File: config.mk
export PLATFORM = sky130hd
export DESIGN_NAME = tru_relay_ctrl
export DESIGN_NICKNAME = d
export VERILOG_FILES = /design/src/core/tru_pkg.sv /design/src/core/tru_cmd_if.sv /design/src/core/tru_cmd_decode.sv /design/src/core/tru_relay_ctrl.sv
export VERILOG_INCLUDE_DIRS = /design/src /design/src/core
export SDC_FILE = /design/constraint.sdc
export NUM_CORES = 1
export LEC_CHECK = 0
export BUFFER_PORTS_ARGS = -buffer_cell sky130_fd_sc_hd__buf_2
export CAP_MARGIN = 20
export CORE_MARGIN = 1.5
export CORE_UTILIZATION = 35
export CTS_BUF_LIST = sky130_fd_sc_hd__clkbuf_16
export CTS_CLUSTER_SIZE = 10
export DETAILED_ROUTE_END_ITERATION = 7
export PLACE_DENSITY = 0.8
export SLEW_MARGIN = 0
export SYNTH_ARGS = -nofsm -noshare
export SYNTH_HDL_FRONTEND = slang
export SYNTH_HIERARCHICAL = 1
export SYNTH_SLANG_ARGS = --single-unit
File: constraint.sdc
create_clock -name pclk -period 1.2 [get_ports pclk]
set_input_delay 0.24 -clock pclk [delete_from_list [all_inputs] [get_ports pclk]]
set_output_delay 0.24 -clock pclk [all_outputs]
set_load 0.05 [all_outputs]
File: src/core/tru_map.svh
`ifndef TRU_MAP_SVH
`define TRU_MAP_SVH

// register byte offsets
`define TRU_CTRL_OFS 8'h00
`define TRU_STATUS_OFS 8'h04
`define TRU_TRIP_OFS 8'h08

// control register fields
`define TRU_CTRL_ENABLE_BIT 0
`define TRU_CTRL_LOCKCLR_BIT 1
`define TRU_CTRL_RESET 32'h0000_0000

// status register fields
`define TRU_ST_PON_BIT 0
`define TRU_ST_MAIN_BIT 1
`define TRU_ST_REEL_BIT 2
`define TRU_ST_VAC_BIT 3
`define TRU_ST_REW_BIT 4
`define TRU_ST_LOCK_BIT 5
`define TRU_ST_FWD_BIT 6
`define TRU_ST_BWD_BIT 7
`define TRU_ST_READ_BIT 8
`define TRU_ST_WRITE_BIT 9
`define TRU_ST_DIR_BIT 10
`define TRU_ST_INH_BIT 11
`define TRU_ST_MOT_LSB 12
`define TRU_ST_MOT_MSB 13

// trip register: sticky over-temperature flag, write one to clear
`define TRU_TRIP_OT_BIT 0

// tape path width: seven data channels plus sprocket
`define TRU_CHANNELS 8

`endif

File: src/core/tru_pkg.sv
package tru_pkg;

  // coarse motion state of the transport, visible in status
  typedef enum logic [1:0] {
    TRU_MOT_IDLE,
    TRU_MOT_FWD,
    TRU_MOT_BWD,
    TRU_MOT_REWIND
  } tru_motion_e;

  typedef logic [7:0] tru_addr_t;
  typedef logic [31:0] tru_word_t;

endpackage : tru_pkg

File: src/core/tru_cmd_if.sv
`timescale 1ns/100ps

// command pins in, relay states out, between top and decoder
interface tru_cmd_if #(parameter int CHANNELS = 8);
  logic enable;
  logic unit_select;
  logic rewind_command;
  logic rewind_interlock_request;
  logic forward_command;
  logic backward_command;
  logic read_command;
  logic write_command;
  logic rewind_done;
  logic lock_clear;
  logic fwd_drive;
  logic bwd_drive;
  logic rewind_relay;
  logic rewind_lockout;
  logic [CHANNELS-1:0] read_path;
  logic [CHANNELS-1:0] write_path;
  tru_pkg::tru_motion_e motion;

  modport ctl (
    output enable, unit_select, rewind_command, rewind_interlock_request, forward_command,
    output backward_command, read_command, write_command, rewind_done, lock_clear,
    input fwd_drive, bwd_drive, rewind_relay, rewind_lockout, read_path, write_path, motion
  );
  modport dec (
    input enable, unit_select, rewind_command, rewind_interlock_request, forward_command,
    input backward_command, read_command, write_command, rewind_done, lock_clear,
    output fwd_drive, bwd_drive, rewind_relay, rewind_lockout, read_path, write_path, motion
  );
endinterface : tru_cmd_if

File: src/core/tru_cmd_decode.sv
`timescale 1ns/100ps

module tru_cmd_decode #(
  parameter int CHANNELS = 8
) (
  input wire logic pclk,
  input wire logic presetn,
  tru_cmd_if.dec cmd
);

  logic fwd_q;
  logic bwd_q;
  logic rew_q;
  logic lock_q;
  logic rd_q;
  logic wr_q;
  logic [CHANNELS-1:0] rd_path_q;
  logic [CHANNELS-1:0] wr_path_q;
  tru_pkg::tru_motion_e mot_q;
  tru_pkg::tru_motion_e mot_d;

  // a reference counts only when selected, powered, enabled and not locked out
  wire ref_ok = cmd.enable & cmd.unit_select & ~lock_q;
  wire fwd_d = ref_ok & cmd.forward_command & ~cmd.backward_command;
  wire bwd_d = ref_ok & cmd.backward_command & ~cmd.forward_command;
  wire rd_d = ref_ok & cmd.read_command & ~cmd.write_command;
  wire wr_d = ref_ok & cmd.write_command & ~cmd.read_command;
  // rewind latches until the transport reports it finished
  wire rew_d = (rew_q | (ref_ok & cmd.rewind_command)) & ~cmd.rewind_done;
  // lockout set wins over a same-cycle clear
  wire lock_d = (cmd.unit_select & cmd.rewind_interlock_request)
              | (lock_q & ~(cmd.rewind_done | cmd.lock_clear));

  // motion summary; opposing commands together leave the drive idle
  always_comb begin
    case ({rew_d, fwd_d, bwd_d})
      3'b100, 3'b110, 3'b101, 3'b111: mot_d = tru_pkg::TRU_MOT_REWIND;
      3'b010: mot_d = tru_pkg::TRU_MOT_FWD;
      3'b001: mot_d = tru_pkg::TRU_MOT_BWD;
      default: mot_d = tru_pkg::TRU_MOT_IDLE;
    endcase
  end

  // relay coils
  always_ff @(posedge pclk or negedge presetn) begin
    if (!presetn) begin
      fwd_q <= 1'b0;
      bwd_q <= 1'b0;
      rew_q <= 1'b0;
      lock_q <= 1'b0;
      rd_q <= 1'b0;
      wr_q <= 1'b0;
      mot_q <= tru_pkg::TRU_MOT_IDLE;
    end else begin
      fwd_q <= fwd_d;
      bwd_q <= bwd_d;
      rew_q <= rew_d;
      lock_q <= lock_d;
      rd_q <= rd_d;
      wr_q <= wr_d;
      mot_q <= mot_d;
    end
  end

  // every channel switched by its own contact, all from one coil
  for (genvar i = 0; i < CHANNELS; i++) begin : g_chan
    always_ff @(posedge pclk or negedge presetn) begin
      if (!presetn) begin
        rd_path_q[i] <= 1'b0;
        wr_path_q[i] <= 1'b0;
      end else begin
        rd_path_q[i] <= rd_d;
        wr_path_q[i] <= wr_d;
      end
    end
  end

  assign cmd.fwd_drive = fwd_q;
  assign cmd.bwd_drive = bwd_q;
  assign cmd.rewind_relay = rew_q;
  assign cmd.rewind_lockout = lock_q;
  assign cmd.read_path = rd_path_q;
  assign cmd.write_path = wr_path_q;
  assign cmd.motion = mot_q;
endmodule : tru_cmd_decode

File: src/core/tru_relay_ctrl.sv
`timescale 1ns/100ps
`include "tru_map.svh"

// Behaviour
// - power-on latch sets on the button, clears once main interlock sets
// - power-on latch enables interlock evaluation and vacuum relay drive
// - main interlock sets with power-on, vacuum and thermal closed, limits open
// - main interlock holds itself, clears power-on, energizes reel relay
// - reel relay follows main interlock, powering reel and center drive
// - vacuum relay on while power-on or main interlock is set
// - selected unit with rewind command energizes the rewind relay
// - select with rewind interlock request sets lockout, blocking references
// - select with forward command drives forward
// - select with backward command drives backward
// - select with read command closes all read path relays
// - select with write command closes all write path relays
// - during read or write, direction report high forward, low backward
// - bad spot under the head, per direction detector, inhibits read and write
// - over-temperature opens the main interlock and drops drive power
// - eight channels, seven data and sprocket, switched together
module tru_relay_ctrl #(
  parameter int CHANNELS = `TRU_CHANNELS
) (
  input wire logic pclk,
  input wire logic presetn,
  input wire logic psel,
  input wire logic penable,
  input wire logic pwrite,
  input wire logic [7:0] paddr,
  input wire logic [31:0] pwdata,
  output logic [31:0] prdata,
  output logic pready,
  output logic pslverr,
  input wire logic power_on_button,
  input wire logic loop_vac_left_ok,
  input wire logic loop_vac_right_ok,
  input wire logic thermal_switch_ok,
  input wire logic fwd_limit_hit,
  input wire logic bwd_limit_hit,
  input wire logic over_temp,
  input wire logic unit_select,
  input wire logic rewind_command,
  input wire logic rewind_interlock_request,
  input wire logic forward_command,
  input wire logic backward_command,
  input wire logic read_command,
  input wire logic write_command,
  input wire logic rewind_done,
  input wire logic fwd_bad_spot,
  input wire logic bwd_bad_spot,
  output logic power_on_latch,
  output logic main_interlock_latch,
  output logic reel_power_relay,
  output logic vacuum_power_relay,
  output logic rewind_relay,
  output logic rewind_lockout,
  output logic fwd_drive,
  output logic bwd_drive,
  output logic [CHANNELS-1:0] read_path_relays,
  output logic [CHANNELS-1:0] write_path_relays,
  output logic direction_report,
  output logic rw_inhibit
);

  logic pon_q;
  logic mi_q;
  logic reel_q;
  logic vac_q;
  logic dir_q;
  logic inh_q;
  logic en_q;
  logic trip_q;
  tru_pkg::tru_word_t prdata_q;
  logic pready_q;
  logic pslverr_q;
  tru_pkg::tru_word_t status_w;
  tru_pkg::tru_word_t rd_mux;

  tru_cmd_if #(.CHANNELS(CHANNELS)) cmd ();

  // power interlock chain
  // the chain switches only through power-on; main interlock then holds itself
  wire chain_ok = loop_vac_left_ok & loop_vac_right_ok & thermal_switch_ok
                & ~fwd_limit_hit & ~bwd_limit_hit;
  wire mi_set = pon_q & chain_ok;
  // over-temperature beats both the set path and the hold path
  wire mi_d = (mi_q | mi_set) & ~over_temp & thermal_switch_ok;
  wire pon_d = (pon_q | power_on_button) & ~mi_q;
  wire vac_d = pon_d | mi_d;
  wire reel_d = mi_d;

  always_ff @(posedge pclk or negedge presetn) begin
    if (!presetn) begin
      pon_q <= 1'b0;
      mi_q <= 1'b0;
      reel_q <= 1'b0;
      vac_q <= 1'b0;
    end else begin
      pon_q <= pon_d;
      mi_q <= mi_d;
      reel_q <= reel_d;
      vac_q <= vac_d;
    end
  end

  // command decode; no drive, path or rewind start without main interlock power
  assign cmd.enable = mi_q & en_q;
  assign cmd.unit_select = unit_select;
  assign cmd.rewind_command = rewind_command;
  assign cmd.rewind_interlock_request = rewind_interlock_request;
  assign cmd.forward_command = forward_command;
  assign cmd.backward_command = backward_command;
  assign cmd.read_command = read_command;
  assign cmd.write_command = write_command;
  assign cmd.rewind_done = rewind_done;

  tru_cmd_decode #(.CHANNELS(CHANNELS)) u_dec (
    .pclk(pclk),
    .presetn(presetn),
    .cmd(cmd.dec)
  );

  // direction and bad-spot inhibit, from the coils already energized
  wire rw_active = cmd.read_path[0] | cmd.write_path[0];
  wire dir_d = rw_active & cmd.fwd_drive;
  // only the detector facing the current motion is heeded
  wire inh_d = (cmd.fwd_drive & fwd_bad_spot) | (cmd.bwd_drive & bwd_bad_spot);

  always_ff @(posedge pclk or negedge presetn) begin
    if (!presetn) begin
      dir_q <= 1'b0;
      inh_q <= 1'b0;
    end else begin
      dir_q <= dir_d;
      inh_q <= inh_d;
    end
  end

  // apb decode; one access cycle, answer registered in the setup cycle
  wire setup_ph = psel & ~penable;
  wire wr_acc = psel & penable & pready_q & pwrite;
  wire hit_ctrl = (paddr == `TRU_CTRL_OFS);
  wire hit_stat = (paddr == `TRU_STATUS_OFS);
  wire hit_trip = (paddr == `TRU_TRIP_OFS);
  wire hit_any = hit_ctrl | hit_stat | hit_trip;
  wire wr_ctrl = wr_acc & hit_ctrl;
  wire wr_trip = wr_acc & hit_trip;
  // lockout clear is a pulse, never stored
  assign cmd.lock_clear = wr_ctrl & pwdata[`TRU_CTRL_LOCKCLR_BIT];
  // a trip during the clearing write still lands
  wire trip_d = over_temp | (trip_q & ~(wr_trip & pwdata[`TRU_TRIP_OT_BIT]));
  wire en_d = wr_ctrl ? pwdata[`TRU_CTRL_ENABLE_BIT] : en_q;

  // status word
  always_comb begin
    status_w = 32'h0000_0000;
    status_w[`TRU_ST_PON_BIT] = pon_q;
    status_w[`TRU_ST_MAIN_BIT] = mi_q;
    status_w[`TRU_ST_REEL_BIT] = reel_q;
    status_w[`TRU_ST_VAC_BIT] = vac_q;
    status_w[`TRU_ST_REW_BIT] = cmd.rewind_relay;
    status_w[`TRU_ST_LOCK_BIT] = cmd.rewind_lockout;
    status_w[`TRU_ST_FWD_BIT] = cmd.fwd_drive;
    status_w[`TRU_ST_BWD_BIT] = cmd.bwd_drive;
    status_w[`TRU_ST_READ_BIT] = cmd.read_path[0];
    status_w[`TRU_ST_WRITE_BIT] = cmd.write_path[0];
    status_w[`TRU_ST_DIR_BIT] = dir_q;
    status_w[`TRU_ST_INH_BIT] = inh_q;
    status_w[`TRU_ST_MOT_MSB:`TRU_ST_MOT_LSB] = cmd.motion;
  end

  assign rd_mux = hit_ctrl ? {31'h0000_0000, en_q} :
                  hit_stat ? status_w :
                  hit_trip ? {31'h0000_0000, trip_q} : 32'h0000_0000;

  always_ff @(posedge pclk or negedge presetn) begin
    if (!presetn) begin
      en_q <= 1'(`TRU_CTRL_RESET);
      trip_q <= 1'b0;
      prdata_q <= 32'h0000_0000;
      pready_q <= 1'b0;
      pslverr_q <= 1'b0;
    end else begin
      en_q <= en_d;
      trip_q <= trip_d;
      prdata_q <= setup_ph ? rd_mux : prdata_q;
      pready_q <= setup_ph;
      pslverr_q <= setup_ph & ~hit_any;
    end
  end

  // outputs, each straight from a flop
  assign prdata = prdata_q;
  assign pready = pready_q;
  assign pslverr = pslverr_q;
  assign power_on_latch = pon_q;
  assign main_interlock_latch = mi_q;
  assign reel_power_relay = reel_q;
  assign vacuum_power_relay = vac_q;
  assign rewind_relay = cmd.rewind_relay;
  assign rewind_lockout = cmd.rewind_lockout;
  assign fwd_drive = cmd.fwd_drive;
  assign bwd_drive = cmd.bwd_drive;
  assign read_path_relays = cmd.read_path;
  assign write_path_relays = cmd.write_path;
  assign direction_report = dir_q;
  assign rw_inhibit = inh_q;
endmodule : tru_relay_ctrl

==> flow_summary.toml <==
[power]
pwr-share-clk = 0.460
leakage_nw = 1.112
p_int_mw = 1.847
pwr_density_cell_nw_per_um2 = 1162
p_comb_frac = 0.127
ir_worst_vdd_uv = 970.0
fin_total_pwr_mw = 2.503
p_switching_mw = 0.6565
swShare = 0.2623
power_frac_seq = 0.413

[logic_synthesis]
yosys.area.top_type_share = 0.4890
avgSynthCellArea_sq_um = 10.37
ys_types = 32
syn-cell-area_sq_um = 1535
ys_ff_latch = 30
synthCells = 148
synth.area.top_cells = "dfrtp_1 (49%), buf_4 (17%), nand2_1 (5.9%)"
yosysWarnings = 6
synth-seq-area-share = 0.4890
yosys.area.top_type = "dfrtp_1"

[cells_and_area]
largest_reg_flops = 13
antenna_cells = 0
drive_gt1_frac = 0.5297
final_util = 0.5236
syn_to_final_growth_pct = 40.34
nets = 280

[routing]
drt_wl_total_um = 3475
antenna_left = 0
drt_pass1_iterations = 4
drc = 0
vias_per_cell = 4.446
drtIter0Drc = 54
vias = 1196
wire_per_inst_um = 12.92

[cts]
cts-root-buf = "clkbuf_16"
ctsHoldBuffers = 0
cts.path.max_buffers = 2
clock_latency_ns = 0.28
clock-sinks = 30
cts_tree = "yes"
htree_levels = 2
cts.clk_slew.worst_paths_ns = 0.05
numCtsBuffers = 5

[die]
dieArea_sq_um = 4793
num_rows = 23
die_width_um = 69.23
num_io_pins = 122
start_util = 0.3731
die_y_um = 69.23
coreArea_sq_um = 4115

[run_status]
violations = "hold timing, setup timing"
status = "finished with violations"

[run]
maxCapViolations = 0

[sta]
rsz0062_at_grt = "yes"
fin_skew_ns = 0.004790
max_freq_mhz = 738.0
finalMaxSlewViolations = 0
period_share = 1.129
slew-limit-headroom = 0.5725
min_period_ns = 1.355
hold_viol = 30
tightestPinTransition_ns = 0.6412
setup_viol = 26
holdWs_ns = -0.01129
setup_ws_ns = -0.1551

[critical_path]
start_kind = "input port"
critical-path-max-stage-delay_ns = 0.57
required_ns = 1.41
slowest_stage = "or4_4"
cp-end-kind = "flip-flop"
crit_chain = "buf_6 > or4_4 > or4_4 > o21ai_2"
critPathMaxFanout = 6
crit_top_cell = "or4_4"
critPathKind = "input port to flip-flop"
cp.arrival_ns = 1.56

[global_route]
track_usage = 0.1398
grt_max_degree = 31
antenna_found_initial = 0
grt_pass1_vias = 1119
grt_pass1_wl_um = 5271
overflow = 0

[placed_design]
place_congestion = 0.8691
place_hpwl_um = 2352
numPortBuffers = 73

[hold_path]
hold_class = "input port to asynchronous set/reset pin"
layer usage:
metal | GRT usage | wire [um]
met1 | 0.1715 | 1369
met2 | 0.2062 | 1736
met3 | 0.05814 | 255
met4 | 0.08061 | 113
met5 | 0 | 0
final cells by class:
type | instances | area [sq um]
clock buffer | 5 | 125.1
clock inverter | 3 | 12.51
fill | 370 | 1961
inverter | 4 | 15.01
multi-input combinational | 94 | 595.6
sequential | 30 | 757.0
tap | 50 | 62.56
timing repair buffer | 83 | 586.8
cells by family after synthesis:
kind of cell    Yosys count  synth area share
simple gates             49            0.1777
buf+inv                  42            0.1907
flops                    30            0.4890
compound gates           24            0.1263
mux                       2           0.01385
other cells               1          0.002443
critical path, delay by kind of cell:
family	cells	cell delay (ns)
AOI/OAI and AO/OA	1	0.14
and+or+nand+nor	2	1.09
buffers and inverters	1	0.09
worst paths after layout:
kind                                            end  cells past startpoint  slack [ns]    startpoint
setup / recovery                          prdata[8]                      4       -0.16      paddr[6]
hold / removal                               trip_q                      1       -0.01       presetn
setup reg to reg           u_dec/cmd.rewind_lockout                      5       -0.10        pready
hold reg to reg                           prdata[3]                      2        0.47     prdata[3]
max in group asynchronous    u_dec/cmd.read_path[4]                      1        0.75       presetn
min in group pclk           u_dec/cmd.write_path[4]                      2        0.13  read_command
what timing repair did:
| action | in CTS | in global routing |
|---|---|---|
| setup buffers | 0 | 6 |
| setup endpoints to repair | 35 | 38 |
| pin swaps | 16 | 1 |
| cloned | 1 | 0 |
| resized for setup | 28 | 30 |
power groups by stage:
stage	Sequential, mW	Combinational (mW)	Clock, mW
2_1_floorplan	1.08	0.216	0
4_1_cts	1.03	0.316	1.18
6_report	1.03	0.317	1.15
3_5_place_dp	1.05	0.307	0
5_1_grt	1.03	0.339	1.22
3_3_place_gp	1.05	0.304	0
stage by stage:
stage / instance area [sq um] / cells / setup WS [ns] / hold WS, ns / TNS (ns)
6_report: 2155 / 269 / -0.1551 / -0.01129 / -2.267
5_1_grt: 2155 / 269 / -0.1921 / 0.05863 / -2.929
4_1_cts: 2019 / 263 / -0.2406 / 0.01321 / -2.564
3_5_place_dp: 1802 / 255 / -0.5251 / 0.3007 / -7.728
3_3_place_gp: 1802 / 255 / -0.5135 / 0.2966 / -7.569
2_1_floorplan: 1614 / 165 / -0.3723 / -0.05559 / -5.183
cells in the final DEF, fill, tap and decap left out, types with 3 or more instances in the layout:
cell and instances:
buf_6 13, nand3b_1 3, buf_2 49, dfrtp_2 5, o21ai_2 10, or4_4 3, inv_1 5, clkbuf_16 5
conb_1 18, buf_8 5, buf_4 14, nand2_1 24, nor2_1 6, dfrtp_1 25
Yosys cell counts:
library cell	number
mux2i_1	1
o21ai_0	3
nor2_1	6
or2_2	1
nor3_1	2
a22o_1	2
nor3b_2	2
nand2b_1	1
inv_1	4
buf_4	34
nor4_1	1
clkbuf_1	3
buf_6	1
o21ai_2	10
mux2_2	1
nand3b_1	3
a22o_2	1
nand3b_4	1
nand2_1	24
nor3b_1	2
dfrtp_1	30
or4_1	1
o21a_1	1
a41oi_1	2
or4_4	2
nand4_1	1
and2_1	2
o32ai_1	1
o21bai_1	2
a211oi_1	1
conb_1	1
a21o_1	1
Power figures use the tool's default switching activity.
